File: src/logic/smbus_engine_defs.vh
// constants for the smbus byte sequencing engine: register offsets,
// status bit positions, reset values and bit timing.
// assumes it is included by bare name from logic/ design files.
`ifndef SMBUS_ENGINE_DEFS_VH
`define SMBUS_ENGINE_DEFS_VH

// register offsets on the special function register port
`define ADDR_CTRL      8'hc0
`define ADDR_CFG       8'hc1
`define ADDR_DATA      8'hc2

// reset values
`define DATA_RST       8'h00
`define CFG_RST        8'h00
`define ZERO8          8'h00

// serial_control_status bit positions
`define CS_MASTER      7
`define CS_TXMODE      6
`define CS_STA         5
`define CS_STO         4
`define CS_ACK_NEEDED_FLAG       3
`define CS_ARBLOST     2
`define CS_ACK         1
`define CS_SI          0

// configuration bit positions
`define CF_EN          7
`define CF_INH         6

// bit timing: one bit is four quarter phases
`define QUARTER_BIT_NS 2500
`define CLK_PERIOD_NS  20

// byte framing
`define LAST_DATA_BIT  4'h7
`define ACK_SLOT       4'h8

// quarter phase codes
`define PH_DRIVE       2'h0
`define PH_RISE        2'h1
`define PH_SAMPLE      2'h2
`define PH_FALL        2'h3

`endif

File: src/logic/bus_line_watch.v
// two-flop synchronisers for the serial clock and data lines, with edge,
// start, stop and bus-busy detection on the system clock.
// assumes scl_i and sda_i are the resolved open-drain wire levels.
`timescale 1ns/1ns
`default_nettype none

module bus_line_watch (
   // clock and reset
   input  wire ref_clk,
   input  wire sys_rst,
   // raw wire levels
   input  wire scl_i,
   input  wire sda_i,
   // synchronised levels and events
   output reg  scl_s,
   output reg  sda_s,
   output wire scl_rise,
   output wire scl_fall,
   output wire start_det,
   output wire stop_det,
   output reg  busy
);

   reg scl_m;   // first stage, read only by scl_s
   reg sda_m;   // first stage, read only by sda_s
   reg scl_d;   // previous synchronised scl
   reg sda_d;   // previous synchronised sda

   // lines idle high, so reset to the released level
   always @(posedge ref_clk) begin
      if (sys_rst) begin
         scl_m <= 1'b1;
         sda_m <= 1'b1;
         scl_s <= 1'b1;
         sda_s <= 1'b1;
         scl_d <= 1'b1;
         sda_d <= 1'b1;
      end else begin
         scl_m <= scl_i;
         sda_m <= sda_i;
         scl_s <= scl_m;
         sda_s <= sda_m;
         scl_d <= scl_s;
         sda_d <= sda_s;
      end
   end

   // edges seen only after both stages
   assign scl_rise  = scl_s & ~scl_d;
   assign scl_fall  = ~scl_s & scl_d;
   // data moving while clock is high marks start or stop
   assign start_det = scl_s & scl_d & sda_d & ~sda_s;
   assign stop_det  = scl_s & scl_d & ~sda_d & sda_s;

   // bus owned by someone between a start and a stop
   always @(posedge ref_clk) begin
      if (sys_rst) begin
         busy <= 1'b0;
      end else if (start_det) begin
         busy <= 1'b1;
      end else if (stop_det) begin
         busy <= 1'b0;
      end
   end

endmodule // bus_line_watch

`default_nettype wire

File: src/logic/smbus_transfer_mode_engine.v
// byte sequencing engine of a two-wire smbus port: data shift register,
// four transfer modes, per-byte stall and software ack control.
// assumes a cpu register port on ref_clk and open-drain bus pins.
`timescale 1ns/1ns
`default_nettype none
`include "smbus_engine_defs.vh"

// Summary of operation
// - eight-bit data register, read/write, resets zero
// - data held stable while byte event set
// - always exactly one of four modes
// - master from generated start until stop/lost
// - receive interrupts before ack, transmit after
// - master write: start, address, acked bytes
// - stop generated after stop request set
// - unwritten data after master send: receive
// - master read: drive clock, sample slave data
// - ack bit one sends ack, zero nack
// - receiver leaves by stop; write makes sender
// - start plus address: slave receive, flag
// - nacked address silences slave until start
// - slave receive ends at stop; write sends
// - acked read address: load byte, transmit
// - after nack no data write, else error
// - slave send ends at stop; else receive
// - msb first, shift in and out together
// - clearing event flag resumes; set holds clock
module smbus_transfer_mode_engine #(
   parameter QUARTER_CYC = (`QUARTER_BIT_NS + `CLK_PERIOD_NS - 1) / `CLK_PERIOD_NS
) (
   // clock and reset
   input  wire       ref_clk,
   input  wire       sys_rst,
   // special function register port
   input  wire [7:0] sfr_addr,
   input  wire       sfr_wr,
   input  wire       sfr_rd,
   input  wire [7:0] sfr_wdata,
   output reg  [7:0] sfr_rdata,
   // byte event interrupt
   output reg        byte_event_irq,
   // serial clock pin
   input  wire       scl_i,
   output reg        scl_o,
   output reg        scl_oe,
   // serial data pin
   input  wire       sda_i,
   output reg        sda_o,
   output reg        sda_oe
);

   localparam [31:0] QC       = QUARTER_CYC;
   localparam [7:0]  DIV_LAST = QC[7:0] - 8'h01;

   // one-hot sequencer states
   localparam [6:0] ST_IDLE  = 7'h01;
   localparam [6:0] ST_START = 7'h02;
   localparam [6:0] ST_BIT   = 7'h04;
   localparam [6:0] ST_ACK   = 7'h08;
   localparam [6:0] ST_STOP  = 7'h10;
   localparam [6:0] ST_WRX   = 7'h20;   // stalled before ack slot
   localparam [6:0] ST_WTX   = 7'h40;   // stalled after ack slot

   reg  [6:0] state_reg;     // sequencer state
   reg  [7:0] serial_data_byte_reg;  // data / shift register
   reg        master_reg;    // mode: master
   reg        txmode_reg;    // mode: transmitter
   reg        start_request_bit_reg;
   reg        stop_reg;      // stop request / stop seen
   reg        ack_needed_flag_reg;
   reg        arblost_reg;   // lost arbitration or slave error
   reg        ack_reg;       // ack to send / ack received
   reg        enable_reg;    // interface enable
   reg        slave_event_inhibit_reg;
   reg        dat_wr_reg;    // data written during this stall
   reg        addr_ph_reg;   // current byte is the address byte
   reg  [3:0] bit_cnt_reg;   // bits sampled in this frame
   reg  [7:0] div_reg;       // quarter bit divider
   reg  [1:0] ph_reg;        // quarter phase of master bit

   wire scl_s;
   wire sda_s;
   wire scl_rise;
   wire scl_fall;
   wire start_det;
   wire stop_det;
   wire busy;

   wire [7:0] status_vec;
   wire       wr_ctrl;
   wire       wr_cfg;
   wire       wr_data;
   wire       stalled;
   wire       tick;
   wire       drv;
   wire       smp;
   wire       resume;

   // line synchronisers and start/stop detection
   bus_line_watch u_watch (
      .ref_clk   (ref_clk),
      .sys_rst   (sys_rst),
      .scl_i     (scl_i),
      .sda_i     (sda_i),
      .scl_s     (scl_s),
      .sda_s     (sda_s),
      .scl_rise  (scl_rise),
      .scl_fall  (scl_fall),
      .start_det (start_det),
      .stop_det  (stop_det),
      .busy      (busy)
   );

   // mode bits, requests and flags as software sees them
   assign status_vec = {master_reg, txmode_reg, start_request_bit_reg, stop_reg,
                        ack_needed_flag_reg, arblost_reg, ack_reg, byte_event_irq};

   assign wr_ctrl = sfr_wr & (sfr_addr == `ADDR_CTRL);
   assign wr_cfg  = sfr_wr & (sfr_addr == `ADDR_CFG);
   assign wr_data = sfr_wr & (sfr_addr == `ADDR_DATA);

   assign stalled = (state_reg == ST_WRX) | (state_reg == ST_WTX);
   // master paces bits off the divider; slave follows the far clock
   assign tick = (div_reg == DIV_LAST);
   assign drv  = master_reg ? (tick & (ph_reg == `PH_DRIVE)) : scl_fall;
   assign smp  = master_reg ? (tick & (ph_reg == `PH_SAMPLE) & scl_s) : scl_rise;
   // a stall only ends once software clears the flag with the clock low
   assign resume = ((state_reg == ST_WTX) & ~byte_event_irq & (master_reg | ~scl_s)) |
                   ((state_reg == ST_ACK) & drv & ~ack_needed_flag_reg);

   // quarter bit divider, idle unless a master is moving bits
   always @(posedge ref_clk) begin
      if (sys_rst) begin
         div_reg <= `ZERO8;
      end else if (~master_reg | stalled | tick) begin
         div_reg <= `ZERO8;
      end else begin
         div_reg <= div_reg + 8'h01;
      end
   end

   // registered read port; unmapped offsets read as zero
   always @(posedge ref_clk) begin
      if (sys_rst) begin
         sfr_rdata <= `ZERO8;
      end else if (sfr_rd) begin
         if (sfr_addr == `ADDR_DATA) begin
            sfr_rdata <= serial_data_byte_reg;
         end else if (sfr_addr == `ADDR_CTRL) begin
            sfr_rdata <= status_vec;
         end else if (sfr_addr == `ADDR_CFG) begin
            sfr_rdata <= {enable_reg, slave_event_inhibit_reg, 6'h00};
         end else begin
            sfr_rdata <= `ZERO8;
         end
      end
   end

   // sequencer; hardware updates come last so a set beats a clear
   always @(posedge ref_clk) begin
      if (sys_rst) begin
         state_reg               <= ST_IDLE;
         serial_data_byte_reg    <= `DATA_RST;
         master_reg              <= 1'b0;
         txmode_reg              <= 1'b0;
         start_request_bit_reg   <= 1'b0;
         stop_reg                <= 1'b0;
         ack_needed_flag_reg     <= 1'b0;
         arblost_reg             <= 1'b0;
         ack_reg                 <= 1'b0;
         byte_event_irq          <= 1'b0;
         enable_reg              <= 1'b0;
         slave_event_inhibit_reg <= 1'b0;
         dat_wr_reg              <= 1'b0;
         addr_ph_reg             <= 1'b0;
         bit_cnt_reg             <= 4'h0;
         ph_reg                  <= `PH_DRIVE;
         scl_o                   <= 1'b0;
         scl_oe                  <= 1'b0;
         sda_o                   <= 1'b0;
         sda_oe                  <= 1'b0;
      end else begin
         // open drain: only ever pull low
         scl_o <= 1'b0;
         sda_o <= 1'b0;

         // software side of the control and config registers
         if (wr_cfg) begin
            enable_reg              <= sfr_wdata[`CF_EN];
            slave_event_inhibit_reg <= sfr_wdata[`CF_INH];
         end
         if (wr_ctrl) begin
            start_request_bit_reg <= sfr_wdata[`CS_STA];
            stop_reg              <= sfr_wdata[`CS_STO];
            ack_reg               <= sfr_wdata[`CS_ACK];
            byte_event_irq        <= sfr_wdata[`CS_SI];
            if (~sfr_wdata[`CS_SI]) begin
               arblost_reg <= 1'b0;
            end
         end
         // data only accepted while byte_event_irq is set, as it is in every stall until software clears it
         if (wr_data & byte_event_irq) begin
            serial_data_byte_reg <= sfr_wdata;
            dat_wr_reg           <= 1'b1;
            // writing after a received nack as slave sender is an error
            if ((state_reg == ST_WTX) & ~master_reg & txmode_reg & ~ack_reg) begin
               arblost_reg <= 1'b1;
            end
         end

         // master phase walk; phase holds while a slave stretches scl
         if (master_reg & ~stalled & tick & ~((ph_reg == `PH_SAMPLE) & ~scl_s)) begin
            ph_reg <= ph_reg + 2'h1;
            if (ph_reg == `PH_RISE) begin
               scl_oe <= 1'b0;
            end else if (ph_reg == `PH_FALL) begin
               scl_oe <= 1'b1;
            end
         end
         // a slave holds scl low through a stall
         if (~master_reg) begin
            scl_oe <= byte_event_irq & ~scl_s & (state_reg != ST_IDLE);
         end

         case (state_reg)
            ST_IDLE: begin
               sda_oe <= 1'b0;
               if (start_request_bit_reg & enable_reg & ~busy & ~byte_event_irq) begin
                  state_reg  <= ST_START;
                  master_reg <= 1'b1;
                  txmode_reg <= 1'b1;
                  ph_reg     <= `PH_DRIVE;
               end
            end
            ST_START: begin
               // release data, raise clock, pull data low, pull clock low
               if (tick & (ph_reg == `PH_DRIVE)) begin
                  sda_oe <= 1'b0;
               end else if (tick & (ph_reg == `PH_SAMPLE) & scl_s) begin
                  sda_oe <= 1'b1;
               end else if (tick & (ph_reg == `PH_FALL)) begin
                  byte_event_irq <= 1'b1;
                  addr_ph_reg    <= 1'b1;
                  state_reg      <= ST_WTX;
                  ph_reg         <= `PH_DRIVE;
               end
            end
            ST_BIT: begin
               // present the msb while clock is low
               if (drv) begin
                  sda_oe <= txmode_reg & (bit_cnt_reg < `ACK_SLOT) &
                            ~serial_data_byte_reg[7];
               end
               if (smp & (bit_cnt_reg < `ACK_SLOT)) begin
                  serial_data_byte_reg <= {serial_data_byte_reg[6:0], sda_s};
                  bit_cnt_reg          <= bit_cnt_reg + 4'h1;
                  if (master_reg & txmode_reg & ~sda_oe & ~sda_s) begin
                     // sent a one, saw a zero: another master won
                     master_reg     <= 1'b0;
                     txmode_reg     <= 1'b0;
                     arblost_reg    <= 1'b1;
                     byte_event_irq <= 1'b1;
                     state_reg      <= ST_IDLE;
                     scl_oe         <= 1'b0;
                  end else if (~txmode_reg & (bit_cnt_reg == `LAST_DATA_BIT)) begin
                     // receiver: interrupt ahead of the ack slot
                     byte_event_irq      <= 1'b1;
                     ack_needed_flag_reg <= 1'b1;
                     state_reg           <= ST_WRX;
                     if (master_reg) begin
                        scl_oe <= 1'b1;
                        ph_reg <= `PH_DRIVE;
                     end
                  end
               end else if (smp) begin
                  // transmitter: take the ack, interrupt after it
                  ack_reg        <= ~sda_s;
                  byte_event_irq <= 1'b1;
                  state_reg      <= ST_WTX;
                  if (master_reg) begin
                     scl_oe <= 1'b1;
                     ph_reg <= `PH_DRIVE;
                  end
               end
            end
            ST_WRX: begin
               if (~byte_event_irq & (master_reg | ~scl_s)) begin
                  sda_oe    <= ack_reg;
                  state_reg <= ST_ACK;
               end
            end
            ST_ACK: begin
               if (smp) begin
                  ack_needed_flag_reg <= 1'b0;
               end
            end
            ST_STOP: begin
               // clock released at the rise phase, then data rises
               if (tick & (ph_reg == `PH_SAMPLE) & scl_s) begin
                  sda_oe     <= 1'b0;
                  master_reg <= 1'b0;
                  txmode_reg <= 1'b0;
                  stop_reg   <= 1'b0;
                  state_reg  <= ST_IDLE;
               end
            end
            default: begin
               // ST_WTX waits for resume
            end
         endcase

         // next event after a stall or an ack slot
         if (resume) begin
            dat_wr_reg  <= 1'b0;
            addr_ph_reg <= 1'b0;
            bit_cnt_reg <= 4'h0;
            if (master_reg & stop_reg) begin
               sda_oe    <= 1'b1;
               state_reg <= ST_STOP;
            end else if (master_reg & start_request_bit_reg) begin
               sda_oe    <= 1'b0;
               state_reg <= ST_START;
            end else if (~master_reg & addr_ph_reg & ~ack_reg) begin
               // address refused: silent until the next start
               sda_oe    <= 1'b0;
               state_reg <= ST_IDLE;
            end else begin
               // write during the stall picks the transmitter, else receiver
               txmode_reg <= dat_wr_reg;
               sda_oe     <= dat_wr_reg & ~serial_data_byte_reg[7];
               state_reg  <= ST_BIT;
            end
         end

         // another master addresses us
         if (start_det & ~master_reg & enable_reg & ~slave_event_inhibit_reg) begin
            state_reg   <= ST_BIT;
            txmode_reg  <= 1'b0;
            addr_ph_reg <= 1'b1;
            bit_cnt_reg <= 4'h0;
            sda_oe      <= 1'b0;
         end else if (stop_det & ~master_reg & (state_reg != ST_IDLE)) begin
            // stop ends either slave mode
            stop_reg       <= 1'b1;
            byte_event_irq <= 1'b1;
            txmode_reg     <= 1'b0;
            sda_oe         <= 1'b0;
            state_reg      <= ST_IDLE;
         end
      end
   end

endmodule // smbus_transfer_mode_engine

`default_nettype wire

File: config.mk
export PLATFORM = sky130hd
export DESIGN_NAME = smbus_transfer_mode_engine
export DESIGN_NICKNAME = d
export VERILOG_FILES = /design/src/logic/bus_line_watch.v /design/src/logic/smbus_transfer_mode_engine.v
export VERILOG_INCLUDE_DIRS = /design/src /design/src/logic
export SDC_FILE = /design/constraint.sdc
export NUM_CORES = 1
export LEC_CHECK = 0
export BUFFER_PORTS_ARGS = -buffer_cell sky130_fd_sc_hd__buf_2
export CORE_MARGIN = 1
export CORE_UTILIZATION = 34
export DETAILED_ROUTE_END_ITERATION = 10
export GPL_ROUTABILITY_DRIVEN = 0
export GPL_TIMING_DRIVEN = 0
export SLEW_MARGIN = 40
export SYNTH_ARGS = -nofsm -noshare
export SYNTH_HDL_FRONTEND = slang
export SYNTH_SLANG_ARGS = --single-unit
File: constraint.sdc
create_clock -name ref_clk -period 2.57 [get_ports ref_clk]
set_clock_uncertainty 0.2 [all_clocks]
set_input_delay 0.771 -clock ref_clk [delete_from_list [all_inputs] [get_ports ref_clk]]
set_output_delay 0.771 -clock ref_clk [all_outputs]
set_load 0.01 [all_outputs]
==> reports/metrics.cfg <==
[grt]
grt_pass1_wl_um = 14170
grt_overflow = 0
grt.met3_usage = 0.03675
grt_max_degree = 13
grt_pass1_vias = 2816
antenna_found_initial = 0
grtUsageMet2 = 0.2808
grt_use_met1 = 0.2437
grt_use_total = 0.1828
grt.busiest_layer = met2

[clock_network]
tritoncts = built
clkSlewWorstSetupHoldPaths_ps = 70
clockRootBuffer = clkbuf_8
clk_latency_ps = 350
numCtsBuffers = 9
cts_buffer_depth = 2
clock_sinks = 58
cts_htree_levels = 3
post_cts_buffers = 0

[setup_path]
cp-startpoint = div_reg[0]$_SDFF_PP0_
cp_cell_sequence = inv_1 -> ha_1 -> nand3b_1 -> or4_1 -> or3_1 -> nand3_1 -> a21oi_1 -> nor2b_1
crit_fanout = 6
critPathArrivalTime_ps = 2470
cp-start-kind = flop
slowest_delay_ps = 590
crit_path_end_kind = flop
r2r_start = div_reg[0]$_SDFF_PP0_
critical_path_class = reg2reg
worst_ep_required_time_ps = 2610
slowest_stage = or4_1

[timing]
finalCriticalPeriod_ps = 2437
setup_viol = 0
tightest_slew_ps = 747.4
setup_ws_ps = 132.9
post-route-period-util = 0.9483
hold_ws_ps = 209.6
slew_headroom = 0.5007
rsz0062_at_grt = false
fin_tns_setup_ps = 0
hold_violations = 0
finalMaxSlewViolations = 0
fmax_mhz = 410.3

[routing]
detail-route-antenna-nets = 0
drtIter0Drc = 319
wl_per_cell_um = 15.59
wirelength_um = 8824
drt-pass1-iter-count = 5
viasPerCell = 5.279
route.detailed.drc = 0
vias = 2988

[yosys]
ys_warn_count = 0
avgSynthCellArea_sq_um = 8.520
ys_seq_area_frac = 0.3503
ys_seq_elements = 58
async_flop_share = 0
syn_area_sq_um = 3314
synth_edf_count = 0
synth_area_leaders = dfxtp_1 35%, mux2i_1 5.4%, nor2_1 5.2%, nand2_1 4.1%, a21oi_1 2.9%
synth_top_area_frac = 0.3503
yosysUniqueCellTypes = 70
yosys_most_used_dff = dfxtp_1
synth.largest_area_cell = dfxtp_1
netlist_instances = 389

[die]
die_h_um = 100.7
chipWidth_um = 100.7
rows = 35
pin_count = 35
initial_core_util = 0.3553
coreArea_sq_um = 9328
dieArea_sq_um = 10150

[job]
maxCapViolCount = 0

[run_status]
outcome = completed

[cells_and_area]
antennaDiodeCount = 0
nNetsFinal = 460
drive_gt1_frac = 0.2174
finalNonFillerCells = 566
area_growth_pct = 16.84

[power]
vdd_ir_drop_max_mv = 0.3669
p_comb_frac = 0.215
power.internal_uw = 1601
clock_power_share = 0.376
switching_share = 0.3044
seq_power_share = 0.408
pwr_density_cell_nw_per_um2 = 594.3
cellLeakagePower_uw = 0.001508
p_sw_uw = 700.5

[worst_hold_path]
min_from = u_watch.scl_m$_SDFF_PP1_
hold_class = reg2reg

[place]
placed_cells = 550
io_buffer_count = 31
post-place-ws_ps = -317.1
dpl.hpwl_um = 6521

==> power groups by stage <==
stage               Combinational (uW)  Clock [uW]  Sequential (uW)
finish                             495         866              939
global route                       539         922              942
CTS                                479         885              938
detailed placement                 477           0              959
global placement                   473           0              960
floorplan                          369           0              957
==> per-stage QoR <==
stage / power, uW / utilization / instance area [sq um]
floorplan: 1326 / - / 3318
global placement: 1434 / 0.3897 / 3635
detailed placement: 1436 / 0.3897 / 3635
CTS: 2302 / 0.4114 / 3837
global route: 2402 / 0.4152 / 3872
finish: 2301 / 0.4152 / 3872
==> synthesized netlist by cell type (2+ instances only) <==
| library cell | count |
|---|---|
| nor2b_1 | 13 |
| nand4_1 | 7 |
| o21ai_1 | 5 |
| nand2_1 | 36 |
| nor2_1 | 46 |
| buf_2 | 6 |
| buf_6 | 3 |
| or2_2 | 6 |
| a41o_1 | 2 |
| and4b_1 | 2 |
| xor2_1 | 7 |
| nand3_1 | 14 |
| a211oi_1 | 9 |
| or4_1 | 2 |
| o21ai_0 | 8 |
| or3_1 | 4 |
| o22ai_1 | 2 |
| nor4bb_1 | 2 |
| mux2_2 | 6 |
| mux2i_1 | 18 |
| nor4b_2 | 2 |
| and4_1 | 3 |
| buf_4 | 4 |
| o211ai_1 | 2 |
| inv_1 | 11 |
| a31oi_1 | 6 |
| xnor2_1 | 3 |
| a21oi_1 | 19 |
| nor3_2 | 4 |
| o2111ai_1 | 2 |
| nor3b_1 | 4 |
| clkbuf_1 | 11 |
| nor4b_1 | 4 |
| dfxtp_1 | 58 |
| ha_1 | 6 |
| and3_1 | 2 |
| and2_1 | 2 |
| nand2b_1 | 4 |
| nor3_1 | 10 |
| nand3b_1 | 2 |
| a21o_1 | 2 |
| nor4_1 | 2 |
==> layer usage <==
metal / up-vias / wire [um] / part of all wire
met5: - / 0 / 0
met1: 1398 / 4099 / 0.46
met3: 16 / 472 / 0.053
met2: 91 / 4058 / 0.46
met4: 0 / 194 / 0.022
li1: 1483 / - / -
==> cell type report <==
type | count | area [sq um]
sequential | 58 | 1161
multi-input combinational | 296 | 2008
clock buffer | 9 | 123.9
timing repair buffer | 31 | 155.1
tap | 129 | 161.4
buffer | 24 | 138.9
clock inverter | 7 | 78.83
inverter | 12 | 45.04
fill | 941 | 5455
==> cell families after synthesis <==
kind of cell / synth area share
other cells: 0.001131
compound gates: 0.1608
mux: 0.07814
xor+xnor: 0.02643
flops: 0.3503
simple gates: 0.3062
fa+ha+maj: 0.02265
buf+inv: 0.05436
==> what timing repair did <==
| action | in CTS | in global routing |
|---|---|---|
| hold buffers | 0 | 0 |
| endpoints found under the setup margin | 0 | 6 |
| gates resized for setup | 0 | 8 |
==> worst max-delay path: cells and delay by family, from the launching register on <==
kind	cells	cell delay, ps
simple gates	5	1430
flops	1	370
fa+ha+maj	1	160
compound gates	1	90
buf+inv	1	80
==> cells in the final DEF (no fill, tap or decap), types with 4 or more instances in the layout <==
| cell type | n |
|---|---|
| clkbuf_1 | 10 |
| nor4b_1 | 4 |
| a31oi_1 | 6 |
| mux2_2 | 6 |
| mux2i_1 | 18 |
| xor2_1 | 7 |
| buf_4 | 4 |
| buf_2 | 37 |
| nor2b_1 | 13 |
| dfxtp_1 | 58 |
| nand2_1 | 36 |
| nor3_2 | 4 |
| nor2_1 | 46 |
| o21ai_1 | 5 |
| a211oi_1 | 9 |
| a21oi_1 | 19 |
| nand2b_1 | 4 |
| inv_1 | 11 |
| nand4_1 | 7 |
| or2_2 | 6 |
| or3_1 | 4 |
| nor3_1 | 10 |
| ha_1 | 6 |
| clkbuf_8 | 9 |
| nand3_1 | 14 |
| o21ai_0 | 8 |
==> worst paths after layout <==
| check | to | slack, ps | cells after the start |
|---|---|---|---|
| worst max register to register | ph_reg[1]$_SDFF_PP0_ | 130 | 8 |
| worst max-delay path | ph_reg[1]$_SDFF_PP0_ | 130 | 8 |
| worst min register to register | u_watch.scl_s$_SDFF_PP1_ | 210 | 1 |
| worst min-delay path | u_watch.scl_s$_SDFF_PP1_ | 210 | 1 |
Note: power is estimated with default switching activity, not from simulation.
